File: config.mk
export PLATFORM = sky130hd
export DESIGN_NAME = fps_fault_sequencer
export DESIGN_NICKNAME = d
export VERILOG_FILES = /design/src/common/fps_pkg.sv /design/src/fps_fault_sequencer.sv /design/src/fps_pulse_counter.sv
export VERILOG_INCLUDE_DIRS = /design/src /design/src/common
export SDC_FILE = /design/constraint.sdc
export NUM_CORES = 1
export LEC_CHECK = 0
export BUFFER_PORTS_ARGS = -buffer_cell sky130_fd_sc_hd__buf_4
export CORE_MARGIN = 3
export CORE_UTILIZATION = 35
export DETAILED_ROUTE_END_ITERATION = 10
export GPL_ROUTABILITY_DRIVEN = 0
export MAX_ROUTING_LAYER = met4
export REMOVE_ABC_BUFFERS = 1
export SYNTH_ARGS = -nofsm -noshare
export SYNTH_HDL_FRONTEND = slang
export SYNTH_SLANG_ARGS = --single-unit
File: constraint.sdc
create_clock -name clk -period 3.3 [get_ports clk]
set_clock_uncertainty 0.15 [all_clocks]
set_input_delay 0.33 -clock clk [delete_from_list [all_inputs] [get_ports clk]]
set_output_delay 0.33 -clock clk [all_outputs]
set_load 0.01 [all_outputs]
File: src/common/fps_regs.svh
// Timing constants of the fault-protection sequencer.
// Assumes a 125 MHz system clock; all cycle counts derive from it.
`ifndef FPS_REGS_SVH
`define FPS_REGS_SVH

// ==========================================================
// Clock and base tick
// ==========================================================
`define FPS_CLK_MHZ         125
`define FPS_TICK_NS         1000
`define FPS_TICK_CYC        ((`FPS_TICK_NS * `FPS_CLK_MHZ) / 1000)

// ==========================================================
// Fault times in their own units
// ==========================================================
`define FPS_OPP_TIME_MS     160
`define FPS_RECOV_TIME_MS   1500
`define FPS_CHECK_TIME_US   10
`define FPS_CSF_LONG_NS     2000
`define FPS_CSF_SHORT_NS    1000
`define FPS_LEB_TIME_NS     200

// ==========================================================
// Derived cycle counts (least times round up)
// ==========================================================
`define FPS_CHECK_CYC       ((`FPS_CHECK_TIME_US * `FPS_CLK_MHZ * 1000 + 999) / 1000)
`define FPS_CSF_LONG_CYC    ((`FPS_CSF_LONG_NS * `FPS_CLK_MHZ + 999) / 1000)
`define FPS_CSF_SHORT_CYC   ((`FPS_CSF_SHORT_NS * `FPS_CLK_MHZ + 999) / 1000)
`define FPS_LEB_CYC         ((`FPS_LEB_TIME_NS * `FPS_CLK_MHZ + 999) / 1000)

// ==========================================================
// Consecutive pulse counts
// ==========================================================
`define FPS_OCP_PULSES      3
`define FPS_OV_PULSES       3

`endif

File: src/common/fps_pkg.sv
// Types shared by the fault-protection sequencer and its bench.
// Assumes nothing beyond a SystemVerilog compiler.
package fps_pkg;

  // ==========================================================
  // Sequencer states, Gray coded along the normal path
  // ==========================================================
  typedef enum logic [2:0] {
    FPS_ST_OFF   = 3'b000,  // Waiting for supply turn-on.
    FPS_ST_CHECK = 3'b001,  // Pin checks before switching.
    FPS_ST_RUN   = 3'b011,  // Switching allowed.
    FPS_ST_UVLO  = 3'b010,  // One supply lockout cycle.
    FPS_ST_RECOV = 3'b110   // Long recovery delay.
  } fps_state_type;

  // ==========================================================
  // Cause of the last fault
  // ==========================================================
  typedef enum logic [3:0] {
    FPS_C_NONE    = 4'h0,
    FPS_C_OPP     = 4'h1,
    FPS_C_SCP     = 4'h2,
    FPS_C_OCP     = 4'h3,
    FPS_C_CSSHORT = 4'h4,
    FPS_C_REFSD   = 4'h5,
    FPS_C_THERM   = 4'h6,
    FPS_C_P13OPEN = 4'h7,
    FPS_C_P13OV   = 4'h8,
    FPS_C_RDM     = 4'h9,
    FPS_C_RTZ     = 4'hA
  } fps_cause_type;

  // ==========================================================
  // Comparator outputs from the power stage, all asynchronous
  // ==========================================================
  typedef struct packed {
    logic vddOn;        // Supply at or above turn-on level.
    logic vddOff;       // Supply at or below turn-off level.
    logic refGood;      // Reference pin above power-good level.
    logic thermal;      // Junction at shutdown threshold.
    logic pplHit;       // Peak current at peak power limit.
    logic cstOpp;       // Peak current above over-power threshold.
    logic ocpHit;       // Current sense above over-current level.
    logic vsLow;        // Output sense pin below its low level.
    logic demagEnd;     // Demagnetization finished this cycle.
    logic p13Below14;   // Regulator pin below its open level.
    logic p13Over;      // Regulator pin above over-voltage level.
    logic rdmOpen;      // Demag programming pin current too small.
    logic rdmShort;     // Demag programming pin current too large.
    logic rtzOpen;      // Transition-zero pin current too small.
    logic rtzShort;     // Transition-zero pin current too large.
    logic setHigh;      // Select pin high.
    logic rdmHighRange; // Demag resistor above its range threshold.
  } fps_sense_type;

  // ==========================================================
  // Status reported to the rest of the controller
  // ==========================================================
  typedef struct packed {
    fps_state_type state;    // Current sequencer state.
    logic          uvloHold; // A lockout or recovery cycle is running.
    logic          recovery; // The long recovery delay is running.
    fps_cause_type cause;    // Cause of the last fault.
  } fps_status_type;

endpackage : fps_pkg

File: src/fps_fault_sequencer.sv
// Fault-protection sequencer of a flyback controller.
// Assumes asynchronous comparator inputs and gate requests from
// the control loop on the same clock.
`timescale 1ns/10ps
`include "fps_regs.svh"

module fps_fault_sequencer import fps_pkg::*; #(
  parameter int unsigned OPP_TICKS   = `FPS_OPP_TIME_MS * 1000,   // Over-power time in 1 us ticks.
  parameter int unsigned RECOV_TICKS = `FPS_RECOV_TIME_MS * 1000, // Recovery time in 1 us ticks.
  parameter int unsigned TICK_CYC    = `FPS_TICK_CYC              // Clock cycles per tick.
) (
  input  wire logic           clk,
  input  wire logic           resetn,
  input  wire fps_sense_type  sense,
  input  wire logic           lowReq,
  input  wire logic           highReq,
  output logic                lowSideGate_q,
  output logic                highSideGate_q,
  output logic                runOut_q,
  output fps_status_type      status_q
);

  // ==========================================================
  // Constants at the width of what they meet
  // ==========================================================
  localparam logic [20:0] OPP_LIM    = 21'(OPP_TICKS);
  localparam logic [20:0] RECOV_LIM  = 21'(RECOV_TICKS);
  localparam logic [6:0]  TICK_LIM   = 7'(TICK_CYC - 1);
  localparam logic [11:0] CHECK_LIM  = 12'(`FPS_CHECK_CYC);
  localparam logic [11:0] CSF_LONG   = 12'(`FPS_CSF_LONG_CYC);
  localparam logic [11:0] CSF_SHORT  = 12'(`FPS_CSF_SHORT_CYC);
  localparam logic [7:0]  LEB_LIM    = 8'(`FPS_LEB_CYC);

  // ==========================================================
  // Input synchroniser
  // ==========================================================
  fps_sense_type senseMeta_q; // First stage, read only by the second.
  fps_sense_type sn;          // Second stage, safe for logic.

  // Every comparator output is asynchronous to clk.
  always_ff @(posedge clk) begin
    if (!resetn) begin
      senseMeta_q <= '0;
      sn          <= '0;
    end else begin
      senseMeta_q <= sense;
      sn          <= senseMeta_q;
    end
  end

  // ==========================================================
  // Microsecond tick divider
  // ==========================================================
  logic [6:0] tickCnt_q;  // Cycle count inside one tick.
  logic [6:0] tickCnt_d;
  logic       tick_q;     // One-cycle pulse every microsecond.
  logic       tick_d;

  // A slow enable keeps the long timers narrow.
  always_comb begin
    tick_d    = (tickCnt_q == TICK_LIM);
    tickCnt_d = tick_d ? 7'h00 : tickCnt_q + 7'h01;
  end

  // Registers only.
  always_ff @(posedge clk) begin
    if (!resetn) begin
      tickCnt_q <= 7'h00;
      tick_q    <= 1'b0;
    end else begin
      tickCnt_q <= tickCnt_d;
      tick_q    <= tick_d;
    end
  end

  // ==========================================================
  // Sequencer state
  // ==========================================================
  fps_state_type state_q, state_d;  // Sequencer state.
  fps_cause_type cause_q, cause_d;  // Last fault cause.
  logic [20:0]   usTmr_q, usTmr_d;  // Over-power or recovery ticks.
  logic [11:0]   shCnt_q, shCnt_d;  // Check time or first on-time.
  logic [7:0]    lebCnt_q, lebCnt_d; // Blanking count per cycle.
  logic          first_q, first_d;  // First gate pulse not yet done.
  logic          lowPrev_q;         // Low request one cycle ago.
  logic          demPrev_q;         // Demag end one cycle ago.
  logic          ocpSeen_q, ocpSeen_d; // Over-current seen this cycle.
  logic          ovSeen_q, ovSeen_d;   // Over-voltage seen this cycle.
  logic          lowGate_d, highGate_d, run_d;
  logic          inRun, cycleStart, cycleEnd, lebDone;
  logic          ocpTrip, ovTrip, cntClear;
  logic [11:0]   csfLim;

  // Cycle boundaries seen only while switching is allowed.
  assign inRun      = (state_q == FPS_ST_RUN);
  assign cycleStart = inRun && lowReq && !lowPrev_q;
  assign cycleEnd   = inRun && sn.demagEnd && !demPrev_q;
  assign lebDone    = (lebCnt_q == LEB_LIM);
  assign cntClear   = !inRun;

  // Select pin high, or a large demag resistor, gives the long limit.
  assign csfLim = (sn.setHigh || sn.rdmHighRange) ? CSF_LONG : CSF_SHORT;

  // ==========================================================
  // Consecutive-cycle fault counters
  // ==========================================================
  fps_pulse_counter #(
    .LIMIT (`FPS_OCP_PULSES),
    .W     (2)
  ) u_ocp_count (
    .clk    (clk),
    .resetn (resetn),
    .clear  (cntClear),
    .step   (cycleEnd),
    .hit    (ocpSeen_q),
    .trip_q (ocpTrip)
  );

  fps_pulse_counter #(
    .LIMIT (`FPS_OV_PULSES),
    .W     (2)
  ) u_ov_count (
    .clk    (clk),
    .resetn (resetn),
    .clear  (cntClear),
    .step   (cycleEnd),
    .hit    (ovSeen_q),
    .trip_q (ovTrip)
  );

  // ==========================================================
  // Next-state logic
  // ==========================================================
  // Faults are ranked: supply loss decides first, since the
  // turn-off moment is when a short must be told apart.
  always_comb begin
    state_d   = state_q;
    cause_d   = cause_q;
    usTmr_d   = usTmr_q;
    shCnt_d   = shCnt_q;
    first_d   = first_q;
    lebCnt_d  = cycleStart ? 8'h00 : (lebDone ? lebCnt_q : lebCnt_q + 8'h01);
    ocpSeen_d = ocpSeen_q;
    ovSeen_d  = ovSeen_q;
    // A new cycle forgets what the last one saw.
    if (cycleStart) begin
      ocpSeen_d = 1'b0;
      ovSeen_d  = 1'b0;
    end else if (inRun) begin
      // Over-current only counts inside the sense window.
      if (lebDone && !sn.demagEnd && sn.ocpHit) begin
        ocpSeen_d = 1'b1;
      end
      if (sn.p13Over) begin
        ovSeen_d = 1'b1;
      end
    end
    unique case (state_q)
      FPS_ST_OFF: begin
        usTmr_d = 21'h000000;
        shCnt_d = 12'h000;
        if (sn.vddOn) begin
          state_d = FPS_ST_CHECK;
        end
      end
      FPS_ST_CHECK: begin
        first_d = 1'b1;
        shCnt_d = shCnt_q + 12'h001;
        // Pin checks run before any gate pulse.
        if (!sn.refGood) begin
          state_d = FPS_ST_UVLO;
          cause_d = FPS_C_REFSD;
        end else if (sn.thermal) begin
          state_d = FPS_ST_UVLO;
          cause_d = FPS_C_THERM;
        end else if (sn.rdmOpen || sn.rdmShort) begin
          state_d = FPS_ST_UVLO;
          cause_d = FPS_C_RDM;
        end else if (sn.rtzOpen || sn.rtzShort) begin
          state_d = FPS_ST_UVLO;
          cause_d = FPS_C_RTZ;
        end else if (shCnt_q == CHECK_LIM) begin
          shCnt_d = 12'h000;
          if (sn.p13Below14) begin
            state_d = FPS_ST_UVLO;
            cause_d = FPS_C_P13OPEN;
          end else begin
            state_d = FPS_ST_RUN;
            usTmr_d = 21'h000000;
          end
        end
      end
      FPS_ST_RUN: begin
        // The over-power timer runs only while the peak is high.
        if (!(sn.cstOpp || sn.pplHit)) begin
          usTmr_d = 21'h000000;
        end else if (tick_q) begin
          usTmr_d = usTmr_q + 21'h000001;
        end
        // First pulse on-time is measured while the gate is on.
        if (first_q && lowSideGate_q) begin
          shCnt_d = shCnt_q + 12'h001;
          if (!lowReq) begin
            first_d = 1'b0;
          end
        end
        if (sn.vddOff) begin
          if (sn.cstOpp || sn.vsLow) begin
            state_d = FPS_ST_RECOV;
            cause_d = FPS_C_SCP;
          end else begin
            state_d = FPS_ST_UVLO;
            cause_d = FPS_C_NONE;
          end
        end else if (!sn.refGood) begin
          state_d = FPS_ST_UVLO;
          cause_d = FPS_C_REFSD;
        end else if (sn.thermal) begin
          state_d = FPS_ST_UVLO;
          cause_d = FPS_C_THERM;
        end else if (first_q && shCnt_q > csfLim) begin
          state_d = FPS_ST_RECOV;
          cause_d = FPS_C_CSSHORT;
        end else if (ocpTrip) begin
          state_d = FPS_ST_RECOV;
          cause_d = FPS_C_OCP;
        end else if (usTmr_q == OPP_LIM) begin
          state_d = FPS_ST_RECOV;
          cause_d = FPS_C_OPP;
        end else if (ovTrip) begin
          state_d = FPS_ST_UVLO;
          cause_d = FPS_C_P13OV;
        end
        if (state_d != FPS_ST_RUN) begin
          usTmr_d = 21'h000000;
        end
      end
      FPS_ST_UVLO: begin
        // One supply lockout cycle, nothing switches.
        if (sn.vddOff) begin
          state_d = FPS_ST_OFF;
        end
      end
      FPS_ST_RECOV: begin
        // The delay completes first; restart waits for turn-off.
        if (usTmr_q != RECOV_LIM) begin
          if (tick_q) begin
            usTmr_d = usTmr_q + 21'h000001;
          end
        end else if (sn.vddOff) begin
          state_d = FPS_ST_OFF;
        end
      end
      default: begin
        state_d = FPS_ST_OFF;
      end
    endcase
    // Gates only follow requests in the run state.
    lowGate_d  = (state_d == FPS_ST_RUN) && lowReq;
    highGate_d = (state_d == FPS_ST_RUN) && highReq && !lowReq;
    run_d      = (state_d == FPS_ST_RUN);
  end

  // Registers only.
  always_ff @(posedge clk) begin
    if (!resetn) begin
      state_q        <= FPS_ST_OFF;
      cause_q        <= FPS_C_NONE;
      usTmr_q        <= 21'h000000;
      shCnt_q        <= 12'h000;
      lebCnt_q       <= 8'h00;
      first_q        <= 1'b0;
      lowPrev_q      <= 1'b0;
      demPrev_q      <= 1'b0;
      ocpSeen_q      <= 1'b0;
      ovSeen_q       <= 1'b0;
      lowSideGate_q  <= 1'b0;
      highSideGate_q <= 1'b0;
      runOut_q       <= 1'b0;
      status_q       <= '0;
    end else begin
      state_q        <= state_d;
      cause_q        <= cause_d;
      usTmr_q        <= usTmr_d;
      shCnt_q        <= shCnt_d;
      lebCnt_q       <= lebCnt_d;
      first_q        <= first_d;
      lowPrev_q      <= lowReq;
      demPrev_q      <= sn.demagEnd;
      ocpSeen_q      <= ocpSeen_d;
      ovSeen_q       <= ovSeen_d;
      lowSideGate_q  <= lowGate_d;
      highSideGate_q <= highGate_d;
      runOut_q       <= run_d;
      status_q.state    <= state_d;
      status_q.uvloHold <= (state_d == FPS_ST_UVLO) || (state_d == FPS_ST_RECOV);
      status_q.recovery <= (state_d == FPS_ST_RECOV);
      status_q.cause    <= cause_d;
    end
  end

endmodule : fps_fault_sequencer

File: src/fps_pulse_counter.sv
// Counter of consecutive switching cycles that exceed a limit.
// Assumes step is a one-cycle pulse at the end of each cycle.
`timescale 1ns/10ps

// ==========================================================
// Consecutive-cycle counter with registered trip output
// ==========================================================
module fps_pulse_counter #(
  parameter int unsigned LIMIT = 3,  // Cycles in a row that trip.
  parameter int unsigned W     = 2   // Counter width.
) (
  input  wire logic clk,
  input  wire logic resetn,
  input  wire logic clear,   // Restart from zero.
  input  wire logic step,    // End of one switching cycle.
  input  wire logic hit,     // The limit was exceeded in it.
  output logic      trip_q   // Limit exceeded LIMIT cycles in a row.
);

  logic [W-1:0] count_q;  // Cycles in a row so far.
  logic [W-1:0] count_d;
  logic         trip_d;

  // Next count: a clean cycle breaks the run and zeroes it.
  always_comb begin
    count_d = count_q;
    trip_d  = 1'b0;
    if (clear) begin
      count_d = '0;
    end else if (step) begin
      if (!hit) begin
        count_d = '0;
      end else if (count_q == W'(LIMIT - 1)) begin
        count_d = '0;
        trip_d  = 1'b1;
      end else begin
        count_d = count_q + W'(1);
      end
    end
  end

  // Registers only.
  always_ff @(posedge clk) begin
    if (!resetn) begin
      count_q <= '0;
      trip_q  <= 1'b0;
    end else begin
      count_q <= count_d;
      trip_q  <= trip_d;
    end
  end

endmodule : fps_pulse_counter
==> results of run 1 <==
final cells by class:
type                            instances  area [um^2]  share of cell area, %
Clock buffer                           11        242.7                  4.641
Sequential cell                       106         2122                  40.57
Tap cell                              168        210.2                  4.019
Timing Repair Buffer                   37        277.8                  5.311
Clock inverter                          5        125.1                  2.392
Inverter                               18        67.56                  1.292
Multi-Input combinational cell        350         2185                  41.77
state kept, by name, indices dropped and copies added (netlist names), 2 cells and up:
name and count:
state_q 3, usTmr_q 21, senseMeta_q 17, tickCnt_q 7, lebCnt_q 8, sn 17
u_ocp_count.count_q 2, status_q 2, shCnt_q 12, cause_q 4, u_ov_count.count_q 2
how the worst max path moves through the flow:
stage | endpoint | slack (ps) | cells past startpoint
after floorplan | usTmr_q[0]$_SDFFE_PN0P_ | 280 | 8
after global placement | usTmr_q[10]$_SDFFE_PN0P_ | 630 | 9
after detailed placement | state_q[2]$_SDFF_PN0_ | 480 | 8
after CTS | state_q[2]$_SDFF_PN0_ | 460 | 8
after global routing | status_q[4]$_SDFF_PN0_ | 280 | 8
final | state_q[2]$_SDFF_PN0_ | 410 | 8
critical path: stages, from the launching register on:
cell and delay, ps:
dfxtp_1 310, or2_2 300, ha_1 310, nand3b_1 110
a21boi_0 120, o41ai_2 640, nor2_1 250, nor3b_1 410
a21boi_0 220
cells in the final DEF (no fill, tap or decap), types with 13 or more instances in the layout:
cell type,synthesis,final
a21oi_1,17,17
and2_1,40,40
buf_4,0,37
dfxtp_1,106,106
inv_1,18,18
nand2_1,21,21
nand3_1,21,21
nor2_1,63,63
nor3_1,13,13
o21ai_0,22,22
xor2_1,28,28
where the power goes:
group          switching [uW]  internal (uW)  total [uW]  leakage [uW]
Sequential               20.1           1310        1330      0.000863
Clock                     458            838        1300      0.000180
Combinational            50.3           51.3         102      0.000861
cell families (layout without fill, tap and decap cells):
logic type | Yosys count | count (layout) | synth area share [%]
and+or+nand+nor | 225 | 225 | 27.33
DFF | 106 | 106 | 47.94
AOI/OAI and AO/OA | 77 | 77 | 11.67
xor gates and xnor gates | 36 | 36 | 7.123
buffers and inverters | 32 | 71 | 2.713
adders and majority gates | 9 | 9 | 2.544
muxes | 3 | 3 | 0.6784
routing by layer:
metal | wire, um | track usage [%]
met5 | 0 | -
met4 | 190 | 5.576
met3 | 439 | 3.349
met2 | 4042 | 20.65
met1 | 4408 | 18.04
stage by stage:
stage               total power, uW  instance area, um^2  setup slack [ps]  std cells
finish                         2726                 5230             408.0        695
CTS                            2758                 5230             458.4        695
global route                   2834                 5230             283.6        695
floorplan                      1411                 4374             284.3        474
global placement               1458                 4862             633.2        679
detailed placement             1461                 4862             478.7        679
==> qor.yml, run 1 <==
p_leak_uw: 0.001904
min_path_cells: 2
syn_area_per_cell_um2: 9.071
worst_slew_pin_slew_ps: 664.4
insertion_delay_ps: 340
chipHeight_um: 118.5
dieArea_um2: 14030
cp-end-kind: "register"
start_util_pct: 36.25
vias: 3449
crit_type: "register to register"
ir_worst_vdd_mv: 0.3021
drive_above_1_share_pct: 11.57
async_reset_ff_share_pct: 0
cts-root-buf: "clkbuf_16"
wl_per_cell_um: 13.06
yosysMostFrequentCell: "dfxtp_1"
die_x_um: 118.5
cts_tree: "done"
numPortBuffers: 32
n_antenna_cell: 0
wl_um: 9080
drcViolationCount: 0
yosys.area.top_type: "dfxtp_1"
min_delay_worst_endpoint: "senseMeta_q[5]$_SDFF_PN0_"
ys_ff_latch: 106
postCtsHoldBufs: 0
final_max_slew_viol_count: 0
htreeDepth: 3
ys_warn_count: 0
grt_overflow: 0
numCtsBuffers: 9
dr.pass1.iters: 4
io_pins: 33
crit_path_start: "sn[0]$_SDFF_PN0_"
synth_cell_types: 51
synth_top_area_share_pct: 47.94
r2r_slack_ps: 410
cp-start-kind: "register"
min_path_type: "primary input to register"
setup-violations-final: 0
grt_max_degree: 51
hold-worst-slack_ps: 44.80
grt_antenna_before_repair: 0
gr-usage-all-layers_pct: 13.82
ant_nets: 0
cp.arrival_ps: 3010
first_global_vias: 3240
drt_iter0_drc: 167
finalCritPeriodShare_pct: 87.64
hold_viol: 0
r2r-end: "state_q[2]$_SDFF_PN0_"
area_growth_pct: 18.15
finish.utilization_pct: 42.83
cts_setup_buffers: 0
ys.flop_type: "dfxtp_1"
cp_max_fo: 7
synth_seq_area_share_pct: 47.94
power_density_nw_per_um2: 521.3
hp-start: "sense[5]"
rsz0062_at_grt: "false"
dp_hpwl_um: 6366
ys_top_cells_by_count: "106 x dfxtp_1, 63 x nor2_1, 40 x and2_1"
synth-edff-count: 0
grt_first_pass_wirelength_um: 15470
cts_sinks: 106
rows: 40
max_freq_mhz: 345.8
vias_per_cell: 4.963
cts.repair.resized: 0
outcome: "finished, final reports clean"
core-area_um2: 12210
syn_area_um2: 4427
r2r_cells: 8
synthCells: 488
min_period_ps: 2892
nets: 552
clk_path_buf_depth: 2
setup_tns_ps: 0
fillers: 1226
synth_area_leaders: "dfxtp_1 48%, and2_1 5.7%, xor2_1 5.5%, nor2_1 5.3%, ha_1 2.5%"
r2r_start: "sn[0]$_SDFF_PN0_"
cts.clk_slew.worst_paths_ps: 70
slew_headroom_pct: 55.22
cap_violations: 0
required_ps: 3420
Power figures use the tool's default switching activity.
==> run 2: changes to the inputs <==
--- a/config.mk
+++ b/config.mk
@@ -7,12 +7,13 @@
 export NUM_CORES = 1
 export LEC_CHECK = 0
 export BUFFER_PORTS_ARGS = -buffer_cell sky130_fd_sc_hd__buf_4
+export CORE_ASPECT_RATIO = 0.75
 export CORE_MARGIN = 3
 export CORE_UTILIZATION = 35
 export DETAILED_ROUTE_END_ITERATION = 10
 export GPL_ROUTABILITY_DRIVEN = 0
 export MAX_ROUTING_LAYER = met4
-export REMOVE_ABC_BUFFERS = 1
 export SYNTH_ARGS = -nofsm -noshare
 export SYNTH_HDL_FRONTEND = slang
+export SYNTH_HIERARCHICAL = 1
 export SYNTH_SLANG_ARGS = --single-unit
==> run 2 against run 1 <==
  * Worst setup slack better by 190 ps
  * Clock power is 9% lower
  * Combinational power is 34% higher
  * Clock-buffer cell count is 2 lower
  * Area after synthesis is 2.5% higher
  * Hold slack worse by 11 ps
  * Via count is 5.4% higher
  * Critical path type unchanged
  * Largest power group unchanged
  * Highest routed layer unchanged
==> qor.yml, run 2 <==
grt_overflow: 0  # unchanged
crit_chain: "or2_2, ha_1, a211oi_1, o21ai_0, a41o_1, and3_1, or3_1, o31ai_1"  # was or2_2, ha_1, nand3b_1, a21boi_0, o41ai_2, nor2_1, nor3b_1, a21boi_0
postCtsHoldBufs: 0  # unchanged
syn_area_per_cell_um2: 8.898  # was 9.071 um^2
synth_xor_area_share_pct: 5.790  # was 7.123%
max_freq_mhz: 369.5  # was 345.8 MHz
min_path_cells: 2  # unchanged
finish.utilization_pct: 42.16  # was 42.83%
synth_compound_gate_area_share_pct: 14.09  # was 11.67%
drcViolationCount: 0  # unchanged
synthAdderAreaFrac_pct: 2.481  # was 2.544%
setup_tns_ps: 0  # unchanged
setup-violations-final: 0  # unchanged
drt_iter0_drc: 300  # was 167
wl_per_cell_um: 13.43  # was 13.06 um
die_x_um: 137.5  # was 118.5 um
finalCritPeriodShare_pct: 82.01  # was 87.64%
ys_ff_latch: 106  # unchanged
grt_first_pass_wirelength_um: 16120  # was 15470 um
dr.pass1.iters: 5  # was 4
required_ps: 3420  # about the same
final_common_cell: "dfxtp_1"  # unchanged
cts-root-buf: "clkbuf_16"  # unchanged
htreeDepth: 3  # unchanged
cpLargestDelayFamily: "simple AND/OR/NAND/NOR gates"  # unchanged
area_growth_pct: 15.94  # was 18.15%
syn-num-nets: 540
vias: 3634  # was 3449
gr-usage-all-layers_pct: 14.36  # was 13.82%
cts_tree: "done"  # unchanged
ys_top_cells_by_count: "106 x dfxtp_1, 68 x nor2_1, 39 x and2_1"  # was 106 x dfxtp_1, 63 x nor2_1, 40 x and2_1
synth_top_family_by_area: "simple AND/OR/NAND/NOR gates"  # unchanged
cp_max_fo: 6  # was 7
synth-edff-count: 0  # unchanged
fillers: 1240  # was 1226
worst_slew_pin_slew_ps: 766.3  # was 664.4 ps
ir_worst_vdd_mv: 0.2556  # was 0.3021 mV
p_leak_uw: 0.001927  # was 0.001904 uW
hp-start: "sense[9]"  # was sense[5]
min_period_ps: 2706  # was 2892 ps
synth_top_area_share_pct: 46.76  # was 47.94%
dp_hpwl_um: 6774  # was 6366 um
io_pins: 33  # unchanged
syn_area_um2: 4538  # was 4427 um^2
slew_headroom_pct: 48.92  # was 55.22%
dieArea_um2: 14380  # was 14030 um^2
cts_sinks: 106  # unchanged
chipHeight_um: 104.6  # was 118.5 um
top_register: "usTmr_q"  # unchanged
final_cell_mix: "106 x dfxtp_1, 68 x nor2_1, 39 x and2_1"  # was 106 x dfxtp_1, 63 x nor2_1, 40 x and2_1
cp-start-kind: "register"  # unchanged
r2r_cells: 8  # unchanged
first_global_vias: 3337  # was 3240
seq_area_um2: 2122  # unchanged
cts.repair.resized: 0  # unchanged
numCtsBuffers: 9  # unchanged
synth_seq_area_share_pct: 46.76  # was 47.94%
power_density_nw_per_um2: 504.0  # was 521.3 nW/um^2
grt_antenna_before_repair: 0  # unchanged
multiInputGateArea_um2: 2276  # was 2185 um^2
rows: 35  # was 40
synth_simple_gate_area_share_pct: 27.57  # was 27.33%
cap_violations: 0  # unchanged
cp-end-kind: "register"  # unchanged
clk_path_buf_depth: 2  # unchanged
start_util_pct: 36.36  # was 36.25%
r2r_start: "sn[0]$_SDFF_PN0_"  # unchanged
largest_reg_flops: 21  # unchanged
min_path_type: "primary input to register"  # unchanged
outcome: "finished, final reports clean"  # unchanged
n_antenna_cell: 0  # unchanged
final_max_slew_viol_count: 0  # unchanged
rsz0062_at_grt: "false"  # unchanged
r2r_slack_ps: 590  # was 410 ps
wl_um: 9537  # was 9080 um
yosysMostFrequentCell: "dfxtp_1"  # unchanged
vias_per_cell: 5.118  # was 4.963
r2r-end: "cause_q[1]$_SDFFE_PN0P_"  # was state_q[2]$_SDFF_PN0_
synth_cell_types: 54  # was 51
synth_mux_area_share_pct: 0.2206  # was 0.6783%
min_delay_worst_endpoint: "senseMeta_q[9]$_SDFF_PN0_"  # was senseMeta_q[5]$_SDFF_PN0_
synth_area_leaders: "dfxtp_1 47%, nor2_1 5.6%, and2_1 5.4%, xor2_1 4.6%, a21oi_1 2.8%"  # was dfxtp_1 48%, and2_1 5.7%, xor2_1 5.5%, nor2_1 5.3%, ha_1 2.5%
critical_path_buf_inv_count: 0  # unchanged
hold_viol: 0  # unchanged
core-area_um2: 12480  # was 12210 um^2
grt_max_degree: 50  # was 51
async_reset_ff_share_pct: 0  # unchanged
ant_nets: 0  # unchanged
crit_type: "register to register"  # unchanged
synthCells: 510  # was 488
cts.clk_slew.worst_paths_ps: 70  # about the same
nets: 569  # was 552
drive_above_1_share_pct: 10.85  # was 11.57%
largestRegisters: "usTmr_q x21, senseMeta_q x17, sn x17"  # unchanged
cp.arrival_ps: 2830  # was 3010 ps
slowest_delay_ps: 400  # was 640 ps
numPortBuffers: 32  # unchanged
ys.flop_type: "dfxtp_1"  # unchanged
ys_warn_count: 6  # was 0
insertion_delay_ps: 350  # was 340 ps
cp_slowest_cell: "or3_1"  # was o41ai_2
yosys.area.top_type: "dfxtp_1"  # unchanged
cts_setup_buffers: 0  # unchanged
==> run 2: cell types whose count changed after synthesis, moves of 4 or more <==
cell and delta:
xor2_1 -4, nand2_1 +6, o211ai_1 +6, a21oi_1 +8, nor2_1 +5, nor3_1 -4, nor4_1 -4, buf_2 +4
==> run 2: where the power goes <==
part | switching, uW | leakage, uW | total (uW) | internal [uW]
sequential | 23.7 | 0.000863 | 1330 | 1310
clock | 500 | 0.000160 | 1180 | 681
combinational | 75.0 | 0.000903 | 137 | 61.5
==> run 2: worst max-delay path by stage <==
stage / slack (ps) / to / depth (start not counted) / start
floorplan: 750 / cause_q[1]$_SDFFE_PN0P_ / 9 / sn[0]$_SDFF_PN0_
global placement: 650 / usTmr_q[12]$_SDFFE_PN0P_ / 7 / sn[2]$_SDFF_PN0_
detailed placement: 600 / cause_q[1]$_SDFFE_PN0P_ / 8 / sn[0]$_SDFF_PN0_
CTS: 600 / usTmr_q[18]$_SDFFE_PN0P_ / 6 / sn[2]$_SDFF_PN0_
global route: 400 / cause_q[1]$_SDFFE_PN0P_ / 8 / sn[0]$_SDFF_PN0_
finish: 590 / cause_q[1]$_SDFFE_PN0P_ / 8 / sn[0]$_SDFF_PN0_
==> run 2: cells by family after synthesis <==
group | count (synthesis)
xor gates and xnor gates | 30
AOI/OAI and AO/OA | 98
buffers and inverters | 34
DFF | 106
adders and majority gates | 9
and+or+nand+nor | 232
muxes | 1
==> run 2: final cells by class <==
| class | instances | share of cell area, % |
|---|---|---|
| Sequential cell | 106 | 40.33 |
| Multi-Input combinational cell | 370 | 43.26 |
| Clock inverter | 7 | 2.045 |
| Inverter | 18 | 1.284 |
| Tap cell | 166 | 3.948 |
| Timing Repair Buffer | 34 | 4.851 |
| Clock buffer | 9 | 4.281 |
==> run 2: through the flow <==
step                      hold slack [ps]  cells  total power [uW]  cell area, um^2  worst slack [ps]
after floorplan                     261.9    510              1450             4538             747.3
after global placement              267.0    694              1498             4928             649.3
after detailed placement            266.9    694              1502             4928             600.4
after CTS                           21.21    710              2682             5261             602.1
after global routing                22.70    710              2752             5261             395.0
final                               34.16    710              2652             5261             593.7
==> run 2: routing by layer <==
metal	share of wire [%]	up-vias	track usage (%)	wire length, um
met3	4.8	10	3.850	462
met5	0	-	-	0
met1	52	1689	20.36	4947
met4	1.0	0	4.345	95
met2	42	81	19.88	4032
li1	-	1854	-	-
==> run 3: changes to the inputs <==
--- a/config.mk
+++ b/config.mk
@@ -6,6 +6,7 @@
 export SDC_FILE = /design/constraint.sdc
 export NUM_CORES = 1
 export LEC_CHECK = 0
+export ABC_AREA = 1
 export BUFFER_PORTS_ARGS = -buffer_cell sky130_fd_sc_hd__buf_4
 export CORE_ASPECT_RATIO = 0.75
 export CORE_MARGIN = 3
==> constraint.sdc (replaced) <==
create_clock -name clk -period 2.65 [get_ports clk]
set_clock_uncertainty 0.15 [all_clocks]
set_input_delay 0.265 -clock clk [delete_from_list [all_inputs] [get_ports clk]]
set_output_delay 0.265 -clock clk [all_outputs]
set_load 0.01 [all_outputs]
==> run 3 against run 2 <==
  * First-iteration DRC count is 28% lower
  * Routed wire length is 8.3% higher
  * Critical path depth is 8 higher
  * Register-to-register slack worse by 190 ps
  * Combinational power is 37% higher
  * Maximum frequency is 20% higher
  * Via count is 16% higher
  * Hold slack better by 70 ps
  * Area after synthesis is 10% higher
  * Sequential share of layout area is 4.4 points lower
  * Final cell count is 32% higher
  * Worst setup slack worse by 190 ps
==> qor.yml, run 3 <==
outcome: "finished, final reports clean"  # unchanged
fillers: 1433  # was 1240
cts_sinks: 106  # unchanged
cp-start-kind: "register"  # unchanged
htreeDepth: 3  # unchanged
wl_um: 10330  # was 9537 um
io_pins: 33  # unchanged
min_path_type: "primary input to register"  # unchanged
start_util_pct: 36.05  # was 36.36%
drive_above_1_share_pct: 14.40  # was 10.85%
dieArea_um2: 15740  # was 14380 um^2
core-area_um2: 13840  # was 12480 um^2
hold_viol: 0  # unchanged
grt_antenna_before_repair: 0  # unchanged
top_register: "usTmr_q"  # unchanged
p_clk_share_pct: 41.3  # was 44.5%
syn_area_um2: 4990  # was 4538 um^2
final_max_slew_viol_count: 0  # unchanged
final_cell_mix: "157 x nand2_1, 111 x inv_1, 106 x dfxtp_1"  # was 106 x dfxtp_1, 68 x nor2_1, 39 x and2_1
n_antenna_cell: 0  # unchanged
yosys.area.top_type: "dfxtp_1"  # unchanged
synthCells: 702  # was 510
numCtsBuffers: 9  # unchanged
finalCritPeriodShare_pct: 84.81  # was 82.01%
cp_slowest_cell: "dfxtp_1"  # was or3_1
p_total_uw: 3128  # was 2652 uW
gr-usage-all-layers_pct: 14.45  # was 14.36%
drcViolationCount: 0  # unchanged
nets: 790  # was 569
max_freq_mhz: 444.9  # was 369.5 MHz
cap_violations: 0  # unchanged
synth_area_leaders: "dfxtp_1 43%, nand2_1 12%, inv_1 8.4%, nor2_1 6.5%, nand3_1 3.7%"  # was dfxtp_1 47%, nor2_1 5.6%, and2_1 5.4%, xor2_1 4.6%, a21oi_1 2.8%
p_seq_share_pct: 52.7  # was 50.3%
yosysMostFrequentCell: "nand2_1"  # was dfxtp_1
numPortBuffers: 32  # unchanged
synth_cell_types: 45  # was 54
cts_tree: "done"  # unchanged
cts-root-buf: "clkbuf_16"  # unchanged
rsz0062_at_grt: "false"  # unchanged
ir_worst_vdd_mv: 0.3309  # was 0.2556 mV
final_common_cell: "nand2_1"  # was dfxtp_1
syn_area_per_cell_um2: 7.108  # was 8.898 um^2
worst_slew_pin_slew_ps: 577.8  # was 766.3 ps
hp-start: "resetn"  # was sense[9]
sw_frac_of_total_pct: 24.31  # was 22.56%
crit_chain: "inv_1, nand2_1, ha_1, nand2_1, nand2_1, nand2_1, nand2_1, nand2_1, nand2_1, nand2_1, nand2_2, nand4_2, nor2_1, o21ai_4, buf_4, nor2_1"  # was or2_2, ha_1, a211oi_1, o21ai_0, a41o_1, and3_1, or3_1, o31ai_1
grt_max_degree: 43  # was 50
drt_iter0_drc: 216  # was 300
critical_path_buf_inv_count: 2  # was 0
slowest_delay_ps: 310  # was 400 ps
largestRegisters: "usTmr_q x21, senseMeta_q x17, sn x17"  # unchanged
cp-end-kind: "register"  # unchanged
vias_per_cell: 4.476  # was 5.118
finish.utilization_pct: 42.66  # was 42.16%
cpLargestDelayFamily: "simple AND/OR/NAND/NOR gates"  # unchanged
die_x_um: 143.9  # was 137.5 um
synth_seq_area_share_pct: 42.53  # was 46.76%
setup_tns_ps: 0  # unchanged
cp_max_fo: 19  # was 6
p_int_uw: 2368  # was 2054 uW
largest_reg_flops: 21  # unchanged
p_sw_uw: 760.4  # was 598.3 uW
syn-num-nets: 732  # was 540
p_leak_uw: 0.002574  # was 0.001927 uW
synth-edff-count: 0  # unchanged
ys_warn_count: 6  # unchanged
ys_top_cells_by_count: "157 x nand2_1, 111 x inv_1, 106 x dfxtp_1"  # was 106 x dfxtp_1, 68 x nor2_1, 39 x and2_1
r2r_start: "sn[0]$_SDFF_PN0_"  # unchanged
share_comb_of_total_power_pct: 6.0  # was 5.1%
grt_overflow: 0  # unchanged
slew_headroom_pct: 61.12  # was 48.92%
grt_first_pass_wirelength_um: 17930  # was 16120 um
ant_nets: 0  # unchanged
vias: 4203  # was 3634
synth_top_area_share_pct: 42.53  # was 46.76%
dp_hpwl_um: 7535  # was 6774 um
crit_path_start: "sn[0]$_SDFF_PN0_"  # unchanged
async_reset_ff_share_pct: 0  # unchanged
crit_top_cell: "nand2_1"
rows: 37  # was 35
first_global_vias: 3804  # was 3337
crit_type: "register to register"  # unchanged
wl_per_cell_um: 11.00  # was 13.43 um
ys.flop_type: "dfxtp_1"  # unchanged
setup-violations-final: 0  # unchanged
cts.clk_slew.worst_paths_ps: 70  # about the same
required_ps: 2730  # was 3420 ps
min_period_ps: 2247  # was 2706 ps
clk_path_buf_depth: 2  # unchanged
dr.pass1.iters: 5  # unchanged
cp.arrival_ps: 2330  # was 2830 ps
power_density_nw_per_um2: 529.8  # was 504.0 nW/um^2
area_growth_pct: 18.33  # was 15.94%
insertion_delay_ps: 350  # about the same
ys_ff_latch: 106  # unchanged
chipHeight_um: 109.4  # was 104.6 um
## run 3: cell types whose count changed after synthesis, moves of 12 or more
cell      delta
nand2_1    +130
inv_1       +93
nor2_2      +17
nand3_1     +16
and2_1      -39
o211ai_1    -12
nor2_1      +18
## run 3: power groups by stage
stage          sequential [uW]  combinational [uW]  clock (uW)
3_5_place_dp              1690                 166           0
5_1_grt                   1650                 215        1400
3_3_place_gp              1690                 165           0
2_1_floorplan             1680                 109           0
4_1_cts                   1650                 188        1330
6_report                  1650                 188        1290
## run 3: stage by stage
step / area, um^2 / std cells / worst slack, ps / hold slack [ps]
final: 5904 / 939 / 402.5 / 104.1
after CTS: 5904 / 939 / 399.6 / 93.98
after global routing: 5904 / 939 / 202.0 / 106.1
after detailed placement: 5431 / 905 / 408.2 / 246.3
after floorplan: 4990 / 702 / 627.1 / 208.5
after global placement: 5431 / 905 / 457.9 / 245.0
## run 3: worst register-to-register path: cells and delay by family, from the launching register on
| family | cells | cell delay, ps |
|---|---|---|
| AO/OA/AOI/OAI | 1 | 130 |
| buffers and inverters | 2 | 330 |
| flip-flops | 1 | 310 |
| AND/OR/NAND/NOR | 12 | 920 |
| adder cells (fa/ha/maj) | 1 | 290 |
## run 3: routing by layer
metal / wire length (um) / share of wire, % / GRT usage (%) / up-vias
met5: 0 / 0 / - / -
met4: 80 / 0.77 / 3.226 / 0
met3: 540 / 5.2 / 4.174 / 8
met2: 3895 / 38 / 19.69 / 77
met1: 5813 / 56 / 21.00 / 1815
li1: - / - / - / 2303
## run 3: logic make-up after synthesis
group,count (synthesis),synth area share [%]
fa+ha+maj,9,2.257
buf+inv,136,10.86
flops,106,42.53
xor+xnor,18,3.159
compound gates,72,8.300
simple gates,361,32.90
## run 3: layout make-up
| type | instances | area (um^2) | area share [%] |
|---|---|---|---|
| sequential | 106 | 2122 | 35.94 |
| inverter | 125 | 471.7 | 7.989 |
| tap | 175 | 219.0 | 3.708 |
| multi-input combinational | 460 | 2326 | 39.39 |
| timing repair buffer | 58 | 483.0 | 8.180 |
| clock buffer | 9 | 225.2 | 3.814 |
| clock inverter | 6 | 57.56 | 0.9748 |
## run 3: timing repair
| action | 4_1_cts | 5_1_grt |
|---|---|---|
| gates resized for setup | 0 | 0 |
| hold endpoints to repair | 19 | 0 |
| setup buffers | 0 | 0 |
| hold buffers | 19 | 0 |
## run 3: final timing paths
check	to	slack, ps	depth (start not counted)
hold reg to reg	sn[14]$_SDFF_PN0_	260	2
setup / recovery	usTmr_q[13]$_SDFFE_PN0P_	400	16
hold / removal	shCnt_q[5]$_SDFFE_PN0P_	100	3
setup reg to reg	usTmr_q[13]$_SDFFE_PN0P_	400	16
